`config.mk`:
```
export PLATFORM = sky130hd
export DESIGN_NAME = bmdma_port
export DESIGN_NICKNAME = d
export VERILOG_FILES = /design/src/hdl/bmdma_edge.v /design/src/hdl/bmdma_port.v
export VERILOG_INCLUDE_DIRS = /design/src /design/src/hdl
export SDC_FILE = /design/constraint.sdc
export NUM_CORES = 1
export LEC_CHECK = 0
export BUFFER_PORTS_ARGS = -buffer_cell sky130_fd_sc_hd__buf_2
export CORE_ASPECT_RATIO = 1.75
export CORE_MARGIN = 2
export CORE_UTILIZATION = 29
export CTS_BUF_LIST = sky130_fd_sc_hd__clkbuf_2 sky130_fd_sc_hd__clkbuf_4 sky130_fd_sc_hd__clkbuf_8
export DETAILED_ROUTE_END_ITERATION = 7
export PLACE_DENSITY = 0.57
export SLEW_MARGIN = 20
export SYNTH_ARGS = -nofsm -noshare
export SYNTH_HDL_FRONTEND = slang
export SYNTH_SLANG_ARGS = --single-unit
```
`constraint.sdc`:
```
create_clock -name SYS_CLK_I -period 3.5 [get_ports SYS_CLK_I]
set_clock_uncertainty 0.1 [all_clocks]
set_input_delay 0.175 -clock SYS_CLK_I [delete_from_list [all_inputs] [get_ports SYS_CLK_I]]
set_output_delay 0.175 -clock SYS_CLK_I [all_outputs]
set_load 0.02 [all_outputs]
```
`src/hdl/bmdma_regs.vh`:
```
// bmdma_regs.vh: constants for the buffer-manager dma port.
// this file assumes it is included by the design files and holds definitions only.
`ifndef BMDMA_REGS_VH
`define BMDMA_REGS_VH

// ==========================================================
// configuration page word addresses
`define BMDMA_CFG_ADDR 4'h0
`define BMDMA_CNT_ADDR 4'h1
`define BMDMA_STAT_ADDR 4'h2

// ==========================================================
// configuration word fields
`define BMDMA_CFG_WIDE 0
`define BMDMA_CFG_POL_REQ 1
`define BMDMA_CFG_POL_ACK 2
`define BMDMA_CFG_POL_RD 3
`define BMDMA_CFG_POL_WR 4
`define BMDMA_CFG_MASTER 5
`define BMDMA_CFG_BURST_LO 6
`define BMDMA_CFG_BURST_HI 7
`define BMDMA_CFG_MODE_LO 8
`define BMDMA_CFG_MODE_HI 9
`define BMDMA_CFG_INBOUND 10
`define BMDMA_CFG_VALID 15
`define BMDMA_CFG_RESET 16'h0000

// ==========================================================
// slave burst settings
`define BMDMA_BURST_HOLD 2'h0
`define BMDMA_BURST_SINGLE 2'h1
`define BMDMA_BURST_TWO 2'h2
`define BMDMA_BURST_FOUR 2'h3
`define BMDMA_UNITS_ONE 8'h01
`define BMDMA_UNITS_TWO 8'h02
`define BMDMA_UNITS_FOUR 8'h04

// ==========================================================
// strobe modes
`define BMDMA_MODE_STROBES 2'h0
`define BMDMA_MODE_ACK_OUT 2'h1
`define BMDMA_MODE_ACK_BOTH 2'h2

// ==========================================================
// master timing defaults, in clock cycles
`define BMDMA_STB_CYC 2
`define BMDMA_GAP_CYC 1

`endif

```
`src/hdl/bmdma_edge.v`:
```
// bmdma_edge.v: normalises one strobe pin to active-high and finds its edges.
// assumes the pin is already synchronous to the system clock.
`timescale 1ns/10ps

module bmdma_edge (
    input wire clk_i,
    input wire rst_i,
    input wire mrst_n_i,
    input wire pin_i,
    input wire act_high_i,
    output wire level_o,
    output wire rise_o,
    output wire fall_o
);

    // ==========================================================
    // level and edge detection
    reg prev_reg; // level seen in the previous cycle

    assign level_o = act_high_i ? pin_i : ~pin_i;
    assign rise_o = level_o & ~prev_reg;
    assign fall_o = ~level_o & prev_reg;

    // remember the last level
    always @(posedge clk_i or negedge mrst_n_i) begin
        if (!mrst_n_i) begin
            prev_reg <= 1'b0;
        end else if (rst_i) begin
            prev_reg <= 1'b0;
        end else begin
            prev_reg <= level_o;
        end
    end

endmodule // bmdma_edge

```
`src/hdl/bmdma_port.v`:
```
// bmdma_port.v: dma port between the internal fifo and an external buffer manager.
// assumes synchronous pins, an external fifo with push/pop and level counts,
// and a configuration page written over the plain register port.
// Operation
// - data bus 8 or 16 bits wide
// - each strobe line has own polarity
// - master or slave role, slave burst selectable
// - slave: device requests, manager acknowledges
// - burst A: hold request until done or empty
// - burst B: request toggles per unit
// - never request without fifo room or data
// - burst C: wait two units, request two
// - burst D: wait four units, request four
// - repeat bursts until transfer complete
// - mode 0: write strobe in, read strobe out
// - mode 1: write strobe in, ack out
// - mode 2: ack latches in and drives out
// - master: peripheral requests, device acknowledges
// - strobes driven by manager or device by role
// - strobe modes in master, bursts ignored
// - master pacing by strobe spacing
// - master acts as ata host
// - configuration comes from written page
// - active-low master reset is asynchronous
//
// Local design decisions: strobed register access and the register addresses.
`timescale 1ns/10ps
`include "bmdma_regs.vh"

module bmdma_port #(
    parameter CNT_W = 16,
    parameter LVL_W = 8,
    parameter STB_CYC = `BMDMA_STB_CYC,
    parameter GAP_CYC = `BMDMA_GAP_CYC
) (
    input wire SYS_CLK_I,
    input wire RST_I,
    input wire MRST_N_I,
    input wire [3:0] ADDR_I,
    input wire [15:0] WDATA_I,
    input wire WR_I,
    input wire RD_I,
    output reg [15:0] RDATA_O,
    output wire DMA_REQ_O,
    input wire DMA_ACK_I,
    input wire DMA_RD_I,
    output wire DMA_RD_O,
    output wire DMA_RD_OE_O,
    input wire DMA_WR_I,
    output wire DMA_WR_O,
    output wire DMA_WR_OE_O,
    input wire [15:0] DMA_DATA_I,
    output wire [15:0] DMA_DATA_O,
    output wire [15:0] DMA_DATA_OE_O,
    input wire [LVL_W-1:0] FIFO_DATA_CNT_I,
    input wire [LVL_W-1:0] FIFO_ROOM_CNT_I,
    input wire [15:0] FIFO_RDATA_I,
    output reg FIFO_POP_O,
    output reg FIFO_PUSH_O,
    output reg [15:0] FIFO_WDATA_O
);

    // ==========================================================
    // states
    localparam S_IDLE = 1'b0;
    localparam S_REQ = 1'b1;
    localparam M_IDLE = 2'b00;
    localparam M_ACT = 2'b01;
    localparam M_STB = 2'b10;
    localparam M_GAP = 2'b11;
    // cut to timer width
    localparam [31:0] STB_LAST_W = STB_CYC - 1;
    localparam [31:0] GAP_LAST_W = GAP_CYC - 1;
    localparam [7:0] STB_LAST = STB_LAST_W[7:0];
    localparam [7:0] GAP_LAST = GAP_LAST_W[7:0];

    // ==========================================================
    // configuration and state registers
    reg [15:0] cfg_reg; // configuration page word
    reg [CNT_W-1:0] rem_reg; // units left in the transfer
    reg [7:0] burst_reg; // units left in this slave burst
    reg sstate_reg; // slave request state
    reg [1:0] mstate_reg; // master sequencer state
    reg [7:0] tcnt_reg; // master strobe / gap timer
    reg [15:0] dout_reg; // outbound data held on the bus

    // configuration fields
    wire loaded = cfg_reg[`BMDMA_CFG_VALID];
    wire wide = cfg_reg[`BMDMA_CFG_WIDE];
    wire master = cfg_reg[`BMDMA_CFG_MASTER];
    wire inbound = cfg_reg[`BMDMA_CFG_INBOUND];
    wire [1:0] burst = cfg_reg[`BMDMA_CFG_BURST_HI:`BMDMA_CFG_BURST_LO];
    wire [1:0] mode = cfg_reg[`BMDMA_CFG_MODE_HI:`BMDMA_CFG_MODE_LO];
    wire slave_on = loaded & ~master;
    wire master_on = loaded & master;
    wire busy = rem_reg != {CNT_W{1'b0}};

    // room for inbound, data for outbound
    wire [LVL_W-1:0] avail = inbound ? FIFO_ROOM_CNT_I : FIFO_DATA_CNT_I;

    // ==========================================================
    // strobe pin conditioning: ack, read, write
    wire [2:0] pin_in = {DMA_WR_I, DMA_RD_I, DMA_ACK_I};
    wire [2:0] pol_in = {cfg_reg[`BMDMA_CFG_POL_WR], cfg_reg[`BMDMA_CFG_POL_RD],
                         cfg_reg[`BMDMA_CFG_POL_ACK]};
    wire [2:0] lvl;
    wire [2:0] rise;
    wire [2:0] fall;

    genvar gi;
    generate
        for (gi = 0; gi < 3; gi = gi + 1) begin : g_pin
            bmdma_edge u_edge (
                .clk_i(SYS_CLK_I),
                .rst_i(RST_I),
                .mrst_n_i(MRST_N_I),
                .pin_i(pin_in[gi]),
                .act_high_i(pol_in[gi]),
                .level_o(lvl[gi]),
                .rise_o(rise[gi]),
                .fall_o(fall[gi])
            );
        end
    endgenerate

    // ==========================================================
    // slave data events
    // inbound latch strobe: write strobe in modes 0/1, ack in mode 2
    wire s_latch_rise = (mode == `BMDMA_MODE_ACK_BOTH) ? rise[0] : rise[2];
    // outbound gate: read strobe in mode 0, ack in modes 1/2
    wire s_gate_lvl = (mode == `BMDMA_MODE_STROBES) ? lvl[1] : lvl[0];
    wire s_gate_fall = (mode == `BMDMA_MODE_STROBES) ? fall[1] : fall[0];
    wire s_xfer = slave_on & busy & (inbound ? s_latch_rise : s_gate_fall);

    // ==========================================================
    // master data events
    wire dmarq = lvl[0]; // ack pin acts as peripheral request
    wire m_xfer = master_on & (mstate_reg == M_STB) & (tcnt_reg == 8'h00);
    wire xfer = s_xfer | m_xfer;
    // drive window, set below
    wire bus_drive;

    // ==========================================================
    // slave burst sizes
    reg [7:0] need; // units the fifo must hold before requesting
    always @* begin
        case (burst)
            `BMDMA_BURST_TWO: need = `BMDMA_UNITS_TWO;
            `BMDMA_BURST_FOUR: need = `BMDMA_UNITS_FOUR;
            default: need = `BMDMA_UNITS_ONE;
        endcase
    end
    // widen, then cut to 8 bits
    wire [LVL_W+7:0] avail_ext = {8'h00, avail};
    wire [7:0] avail8 = avail_ext[7:0];
    wire [CNT_W-1:0] one_cnt = {{(CNT_W - 1){1'b0}}, 1'b1};
    // last unit not yet in fifo level
    wire pend = FIFO_PUSH_O | FIFO_POP_O;
    wire [7:0] need_in = need + {7'h00, pend};
    wire room_ok = avail8 > {7'h00, pend};

    // ==========================================================
    // slave request sequencer
    always @(posedge SYS_CLK_I or negedge MRST_N_I) begin
        if (!MRST_N_I) begin
            sstate_reg <= S_IDLE;
            burst_reg <= 8'h00;
        end else if (RST_I) begin
            sstate_reg <= S_IDLE;
            burst_reg <= 8'h00;
        end else begin
            case (sstate_reg)
                S_IDLE: begin
                    // start a burst only with enough room or data
                    if (slave_on && busy && avail8 >= need_in) begin
                        sstate_reg <= S_REQ;
                        burst_reg <= need;
                    end
                end
                S_REQ: begin
                    if (!slave_on || !busy) begin
                        sstate_reg <= S_IDLE;
                    end else if (xfer) begin
                        burst_reg <= burst_reg - 8'h01;
                        if (rem_reg == one_cnt) begin
                            sstate_reg <= S_IDLE; // last unit moved
                        end else if (burst == `BMDMA_BURST_HOLD) begin
                            // hold while more room/data remains
                            if (avail8 <= `BMDMA_UNITS_ONE) begin
                                sstate_reg <= S_IDLE;
                            end
                        end else if (burst == `BMDMA_BURST_SINGLE) begin
                            sstate_reg <= S_IDLE;
                        end else if (burst_reg == `BMDMA_UNITS_ONE) begin
                            sstate_reg <= S_IDLE;
                        end
                    end else if (burst == `BMDMA_BURST_HOLD && avail8 == 8'h00) begin
                        sstate_reg <= S_IDLE; // fifo drained elsewhere
                    end
                end
                default: sstate_reg <= S_IDLE;
            endcase
        end
    end

    // ==========================================================
    // master sequencer: acknowledge, strobe, recovery gap
    always @(posedge SYS_CLK_I or negedge MRST_N_I) begin
        if (!MRST_N_I) begin
            mstate_reg <= M_IDLE;
            tcnt_reg <= 8'h00;
        end else if (RST_I) begin
            mstate_reg <= M_IDLE;
            tcnt_reg <= 8'h00;
        end else begin
            case (mstate_reg)
                M_IDLE: begin
                    // burst begins when the peripheral requests
                    if (master_on && busy && dmarq && room_ok) begin
                        mstate_reg <= M_ACT;
                    end
                end
                M_ACT: begin
                    mstate_reg <= M_STB;
                    tcnt_reg <= STB_LAST;
                end
                M_STB: begin
                    if (!master_on) begin
                        mstate_reg <= M_IDLE;
                    end else if (tcnt_reg == 8'h00) begin
                        mstate_reg <= M_GAP; // spacing paces the flow
                        tcnt_reg <= GAP_LAST;
                    end else begin
                        tcnt_reg <= tcnt_reg - 8'h01;
                    end
                end
                M_GAP: begin
                    if (!master_on) begin
                        mstate_reg <= M_IDLE;
                    end else if (tcnt_reg != 8'h00) begin
                        tcnt_reg <= tcnt_reg - 8'h01;
                    end else if (dmarq && busy && room_ok) begin
                        mstate_reg <= M_STB; // peripheral still requests
                        tcnt_reg <= STB_LAST;
                    end else begin
                        mstate_reg <= M_IDLE; // burst length set by peripheral
                    end
                end
                default: mstate_reg <= M_IDLE;
            endcase
        end
    end

    // ==========================================================
    // configuration page and transfer count, register read port
    always @(posedge SYS_CLK_I or negedge MRST_N_I) begin
        if (!MRST_N_I) begin
            cfg_reg <= `BMDMA_CFG_RESET;
            rem_reg <= {CNT_W{1'b0}};
            RDATA_O <= 16'h0000;
        end else if (RST_I) begin
            cfg_reg <= `BMDMA_CFG_RESET;
            rem_reg <= {CNT_W{1'b0}};
            RDATA_O <= 16'h0000;
        end else begin
            // software writes the shared configuration page
            if (WR_I && ADDR_I == `BMDMA_CFG_ADDR) begin
                cfg_reg <= WDATA_I;
            end
            // a new count starts a transfer, otherwise count units down
            if (WR_I && ADDR_I == `BMDMA_CNT_ADDR) begin
                rem_reg <= WDATA_I[CNT_W-1:0];
            end else if (xfer && busy) begin
                rem_reg <= rem_reg - one_cnt;
            end
            // read data one cycle after the strobe, zero when unmapped
            if (RD_I) begin
                case (ADDR_I)
                    `BMDMA_CFG_ADDR: RDATA_O <= cfg_reg;
                    `BMDMA_CNT_ADDR: RDATA_O <= rem_reg;
                    `BMDMA_STAT_ADDR: RDATA_O <= {9'h000, mstate_reg, sstate_reg,
                                                  lvl, busy};
                    default: RDATA_O <= 16'h0000;
                endcase
            end else begin
                RDATA_O <= 16'h0000;
            end
        end
    end

    // ==========================================================
    // fifo side: push inbound units, pop outbound units, hold output data
    always @(posedge SYS_CLK_I or negedge MRST_N_I) begin
        if (!MRST_N_I) begin
            FIFO_PUSH_O <= 1'b0;
            FIFO_POP_O <= 1'b0;
            FIFO_WDATA_O <= 16'h0000;
            dout_reg <= 16'h0000;
        end else if (RST_I) begin
            FIFO_PUSH_O <= 1'b0;
            FIFO_POP_O <= 1'b0;
            FIFO_WDATA_O <= 16'h0000;
            dout_reg <= 16'h0000;
        end else begin
            FIFO_PUSH_O <= xfer & busy & inbound;
            FIFO_POP_O <= xfer & busy & ~inbound;
            if (xfer && inbound) begin
                // narrow bus uses only the low byte lanes
                FIFO_WDATA_O <= wide ? DMA_DATA_I : {8'h00, DMA_DATA_I[7:0]};
            end
            // keep the fifo head on the bus until the unit is taken
            if (!bus_drive) begin
                dout_reg <= FIFO_RDATA_I;
            end
        end
    end

    // ==========================================================
    // pin outputs
    // master acknowledge: whole access in mode 0, strobe time in modes 1/2
    wire m_dmack = (mode == `BMDMA_MODE_STROBES) ? (mstate_reg != M_IDLE) :
                   (mstate_reg == M_STB);
    wire m_stb = mstate_reg == M_STB;
    // request pin: slave request or master ata acknowledge
    wire req_act = loaded & (master ? m_dmack : (sstate_reg == S_REQ));
    // master strobes: write strobe inbound (modes 0/1), read strobe outbound (mode 0)
    wire m_wr_act = master_on & m_stb & inbound & (mode != `BMDMA_MODE_ACK_BOTH);
    wire m_rd_act = master_on & m_stb & ~inbound & (mode == `BMDMA_MODE_STROBES);

    // outbound bus drive window
    assign bus_drive = ~inbound & busy &
                     (slave_on ? s_gate_lvl : (master_on & m_dmack));

    assign DMA_REQ_O = cfg_reg[`BMDMA_CFG_POL_REQ] ? req_act : ~req_act;
    assign DMA_WR_O = cfg_reg[`BMDMA_CFG_POL_WR] ? m_wr_act : ~m_wr_act;
    assign DMA_RD_O = cfg_reg[`BMDMA_CFG_POL_RD] ? m_rd_act : ~m_rd_act;
    assign DMA_WR_OE_O = master_on;
    assign DMA_RD_OE_O = master_on;
    assign DMA_DATA_O = dout_reg;
    assign DMA_DATA_OE_O = {{8{bus_drive & wide}}, {8{bus_drive}}};

endmodule // bmdma_port

```
## After elaboration in Yosys (flattened, before gate mapping)

Index checks and enable logic that the tools add are counted.

- Add/sub/neg operators: 4
- Multipliers: 0
- Divide/modulo/power cells: 0
- $lt $le $gt $ge: 3
- Eq/ne operators: 22
- Shift operators: 0
- Muxes and demuxes: 64
- Bitwise operators: 37
- Reductions and logical operators: 31

Operators by type and width:

| cell | count |
|---|---|
| $mux W16 | 12 |
| $mux W8 | 11 |
| $pmux W16 S3 | 1 |
| $mux W1 | 28 |
| $pmux W8 S3 | 1 |
| $and A1 B1 Y1 | 22 |
| $eq A16 B1 Y1 const B | 1 |
| $logic_not A8 Y1 | 2 |
| $pmux W8 S2 | 1 |
| $reduce_bool A16 Y1 | 1 |
| $sub A16 B1 Y16 const B | 1 |
| $sub A8 B1 Y8 const B | 2 |
| $ne A3 B3 Y1 const B | 5 |
| $mux W2 | 7 |
| $not A1 Y1 | 13 |
| $logic_and A1 B1 Y1 | 12 |
| $eq A2 B2 Y1 const B | 5 |
| $add A8 B1 Y8 | 1 |
| $eq A8 B1 Y1 const B | 1 |
| $ge A8 B8 Y1 | 1 |
| $gt A8 B1 Y1 | 1 |
| $le A8 B1 Y1 const B | 1 |
| $ne A4 B4 Y1 const B | 2 |
| $pmux W2 S4 | 1 |
| other kinds (19) | 28 |

- Register bits after elaboration: 104
- Latch bits: 0
- Bits in writable memories: 0
- ROM bits: 0
- Bits of input ports: 76
- Logic and storage cells: 175
- Memories kept: 0

## Logic depth before layout (Yosys ltp)

- Depth in word-level cells: 12
- Mapped depth: 10
- Mapped depth without buffers: 9

## Cells and area by module

A second synthesis with hierarchy kept.

- Cells, all modules: 597
- Area total of the unflattened synthesis: 5605.4 µm²

Modules (own cells, without submodules):

| module | instances | cells an instance | area each (µm²) |
|---|---|---|---|
| bmdma_port | 1 | 579 | 5451.5 |
| bmdma_edge | 3 | 6 | 51.3 |

## Worst setup path after synthesis

OpenSTA, ideal clock, no wires.

- Path type: reg2reg
- Start point: register cfg_reg[10]
- End point: register burst_reg[3]
- Setup time: 79 ps
- Arrival time: 2723 ps
- Setup slack: 598 ps
- Cell stages (with the launch flop): 10
- Clock period less this slack: 2902 ps
- Cells stage by stage: dfrtp_1 > clkbuf_1 > mux2i_1 > ha_1 > nand2b_1 > a2111oi_0 > o221ai_1 > a21oi_1 > nand2b_1 > a2bb2oi_1

- Cells in the longest elaborated chain, start to end: 5
- Elaborated cells between the ends (all ways): 9
- Those cells by class: 1 x order compare; 2 x eq/ne; 2 x mux; 2 x bitwise; 2 x reduce/logical

RTL lines:

| element | RTL line | text |
|---|---|---|
| start: declaration | bmdma_port.v:79 | `reg [15:0] cfg_reg;` |
| start signal: assignment | bmdma_port.v:258 | `` cfg_reg <= `BMDMA_CFG_RESET; `` |
| start signal: assignment | bmdma_port.v:262 | `` cfg_reg <= `BMDMA_CFG_RESET; `` |
| $mux W8 / $mux W1 (equally long branches) | bmdma_port.v:99, bmdma_port.v:133 |  |
| $ge A8 B8 Y1 / $and A1 B1 Y1 (equally long branches) | bmdma_port.v:175, bmdma_port.v:133 |  |
| $logic_and A1 B1 Y1 / $or A1 B1 Y1 (equally long branches) | bmdma_port.v:175, bmdma_port.v:139 |  |
| $ne A3 B3 Y1 (no source line) / $ne A3 B2 Y1 (equally long branches) | -- |  |
| $reduce_and A3 Y1 (no source line) (*) | -- |  |
| end signal: assignment | bmdma_port.v:177 | `burst_reg <= need;` |
| end signal: assignment | bmdma_port.v:184 | `burst_reg <= burst_reg - 8'h01;` |
| end: declaration | bmdma_port.v:81 | `reg [7:0] burst_reg;` |

Mark *: on every way between the ends. The rest lies on a longest branch, timed or not.
A chain may end at the register's enable or synchronous reset.

## Worst setup path after layout

- Start point: register rem_reg[0]
- End point: output port DMA_DATA_OE_O[1]

- Cells in the longest elaborated chain, start to end: 3

RTL lines:

| element | RTL line | text |
|---|---|---|
| start: declaration | bmdma_port.v:80 | `reg [CNT_W-1:0] rem_reg;` |
| start signal: assignment | bmdma_port.v:259 | `rem_reg <= {CNT_W{1'b0}};` |
| start signal: assignment | bmdma_port.v:263 | `rem_reg <= {CNT_W{1'b0}};` |
| start signal: assignment | bmdma_port.v:272 | `rem_reg <= WDATA_I[CNT_W-1:0];` |
| $reduce_bool A16 Y1 | bmdma_port.v:96 | `wire busy = rem_reg != {CNT_W{1'b0}};` |
| $and A1 B1 Y1 (2 in series) | bmdma_port.v:331 | `assign bus_drive = ~inbound & busy &` |
| end: declaration | bmdma_port.v:54 | `output wire [15:0] DMA_DATA_OE_O,` |

Every way passes these cells.

==> summary.md <==
| Metric | Value |
|---|---|
| Most frequent cells in the layout | buf_2, dfrtp_1, nor2_1, nand2_1, dlygate4sd3_1 |
| Hold crit path type | primary input to flip-flop |
| CP Capture Type | output port |
| Clk pin slew, worst setup/hold paths | 0.10 ns |
| Gr usage total | 17.69% |
| Post-Route WL | 18.06 mm |
| Largest net degree at the start of global routing | 68 |
| Fin crit share | 86.98% |
| N_diodes | 0 |
| Worst skew pair latency | 0.38 ns |
| Slew Viols, Final | 0 |
| Post-synthesis cell count | 600 |
| Peak VDD IR | 0.2281 mV |
| Core area | 19200 sq um |
| Gpl congestion | 0.8415 |
| Setup Viol. Count Final | 0 |
| Die area | around 21000 sq um |
| Crit path kind | flip-flop to output port |
| Vias in the first global route | 5323 |
| Ys flop type | dfrtp_1 |
| Pwr Total | between 2000 and 2500 uW |
| Storage cell area | ~2600 sq um |
| Final Hold Vio Count | 0 |
| FFs w/ async S/R, synth | 100.0% |
| Clock H-tree levels | 3 |
| Net count, final | between 800 and 900 |
| Cell Rows | 67 |
| Die span in x | 109.9 um |
| Cell Area, Synth | 5695 sq um |
| Buffers on Ports | 146 |
| Most common cell after layout, fill and taps aside | buf_2 |
| Critical path required time | 3.22 ns |
| Routed len/inst | 17.69 um |
| CTS Root Cell | clkbuf_8 |
| I/O pin total | ~150 |
| DR vias | 5281 |
| Max-Slew Margin vs Limit | between 30% and 40% |
| Post-Route Setup TNS | 0 ns |
| Syn_nets | 687 |
| Detail Route Antenna Nets | 0 |
| Synth-to-layout area growth | 28.30% |
| DRT Pass-1 Iters | 4 |
| DRC viols | 0 |
| Seq/Total Area, Yosys | 45.69% |
| Remaining global-route overflow | 0 |
| Status | complete, no violations |
| Post-DP HPWL | between 10 and 15 mm |
| Fmax | 0.3285 GHz |
| Initial DRC Count | 157 |
| First-pass GRT wire length | 28.19 mm |
| Postcts setup bufs | 0 |
| CP arrival | approximately 2.8 ns |
| Initial Utilization | 29.67% |
| Via-per-instance ratio | 5.172 |
| Max clock buf depth | 2 |
| RSZ-0062 raised after global routing | false |
| Max-Cap Viols | 0 |
| Post-synth EDFFs | 0 |
| Slew @ Worst Pin | 0.9451 ns |
| Synth Area per Inst | 9.492 sq um |
| Clock sinks | 104 |
| Number of fill cells in the layout | between 1500 and 2000 |
| Seq cells post-synth | roughly 100 |
| Final core utilization | between 30% and 40% |
| Ys Warns | 0 |
| Pwr/cell area | 322.0 nW/um^2 |
| Tmin final | 3.044 ns |
| Die H | 189.4 um |
| Pleak | about 0.0034 uW |
| Cts bufs inserted | 9 |
| Initial antenna violation count | 0 |
| Critical path startpoint category | flip-flop |
| Worst-path maximum fanout | 24 |
| Distinct cells, synth | just over 70 |
| Multi-input logic area | 2784 sq um |
| CTS tree | done |
| Share of layout cells above drive strength 1 | 26.28% |
-- worst max-delay path, cell delays in order (launching register included) --
cell     delay [ns]
dfrtp_1        0.45
inv_1          0.11
ha_1           0.25
nor4b_4        0.36
nand2_1        0.22
nor4_2         0.41
nor4_2         0.12
buf_4          0.26
buf_2          0.20
-- timing repair --
item                                   4_1_cts  5_1_grt
hold buffers                                50        0
gates resized for setup                      0        0
endpoints found under the hold margin      125        0
-- layer usage --
layer	track usage, %	vias to the layer above	wire [um]	share of wire [%]
met2	33.98	125	10230	57
met3	2.134	36	547	3.0
li1	-	2526	-	-
met1	18.16	2594	6613	37
met4	8.374	0	671	3.7
met5	0	-	0	0
-- kinds of logic (layout without fill, tap and decap cells) --
family,count (synthesis),in the layout,share of synthesized area [%]
and+or+nand+nor,236,236,21.35
adders and majority gates,11,11,2.416
muxes,27,27,4.943
xor gates and xnor gates,8,8,1.230
DFF,104,104,45.69
buffers and inverters,64,244,5.536
other,1,1,0.06584
AOI/OAI and AO/OA,149,149,18.76
-- power breakdown --
| part | internal (uW) | switching [uW] | total [uW] |
|---|---|---|---|
| logic | 145 | 187 | 332 |
| registers | 1220 | 18.2 | 1240 |
| clock network | 346 | 437 | 783 |
-- path summary, 6_finish.rpt --
| kind | start | to | slack (ns) | cells past startpoint |
|---|---|---|---|---|
| min in group asynchronous | MRST_N_I | RDATA_O[15] | 0.35 | 2 |
| hold reg to reg | cfg_reg[13] | cfg_reg[13] | 0.42 | 1 |
| max in group asynchronous | MRST_N_I | RDATA_O[11] | 2.17 | 3 |
| hold / removal | DMA_ACK_I | g_pin[0].u_edge.prev_reg | 0.05 | 3 |
| setup reg to reg | FIFO_POP_O | burst_reg[0] | 0.53 | 10 |
| setup / recovery | rem_reg[0] | DMA_DATA_OE_O[1] | 0.46 | 8 |
-- per-stage QoR --
| step | instances | hold slack (ns) | cell area [sq um] | setup WS, ns |
|---|---|---|---|---|
| 3_5_place_dp | 955 | 0.2770 | 6610 | 0.6323 |
| 2_1_floorplan | 600 | -0.2206 | 5695 | 0.5979 |
| 6_report | 1021 | 0.04716 | 7307 | 0.4557 |
| 5_1_grt | 1021 | 0.08915 | 7307 | 0.2262 |
| 4_1_cts | 1021 | 0.04365 | 7307 | 0.4547 |
| 3_3_place_gp | 955 | 0.2755 | 6610 | 0.7358 |
-- cell usage after synthesis, drive strengths merged (11+ instances only) --
library cell  count  area [sq um]
dfrtp           104          2603
nor2             73         274.0
nand2            56         210.2
a21oi            35         190.2
buf              28         180.2
o21ai            23         118.9
nand3            20         100.1
clkbuf           19         71.32
mux2i            18         180.2
inv              17         63.81
nor4             17         127.6
a22o             16         140.1
a22oi            16         120.1
nor3             15         80.08
ha               11         137.6
-- layout make-up --
type	instances	area share, %
Multi-Input combinational cell	432	38.10
Sequential cell	104	35.62
Timing Repair Buffer	211	18.60
Tap cell	241	4.127
Clock buffer	11	1.901
Inverter	17	0.8733
Clock inverter	5	0.7877
Note: power is estimated with default switching activity, not from simulation.
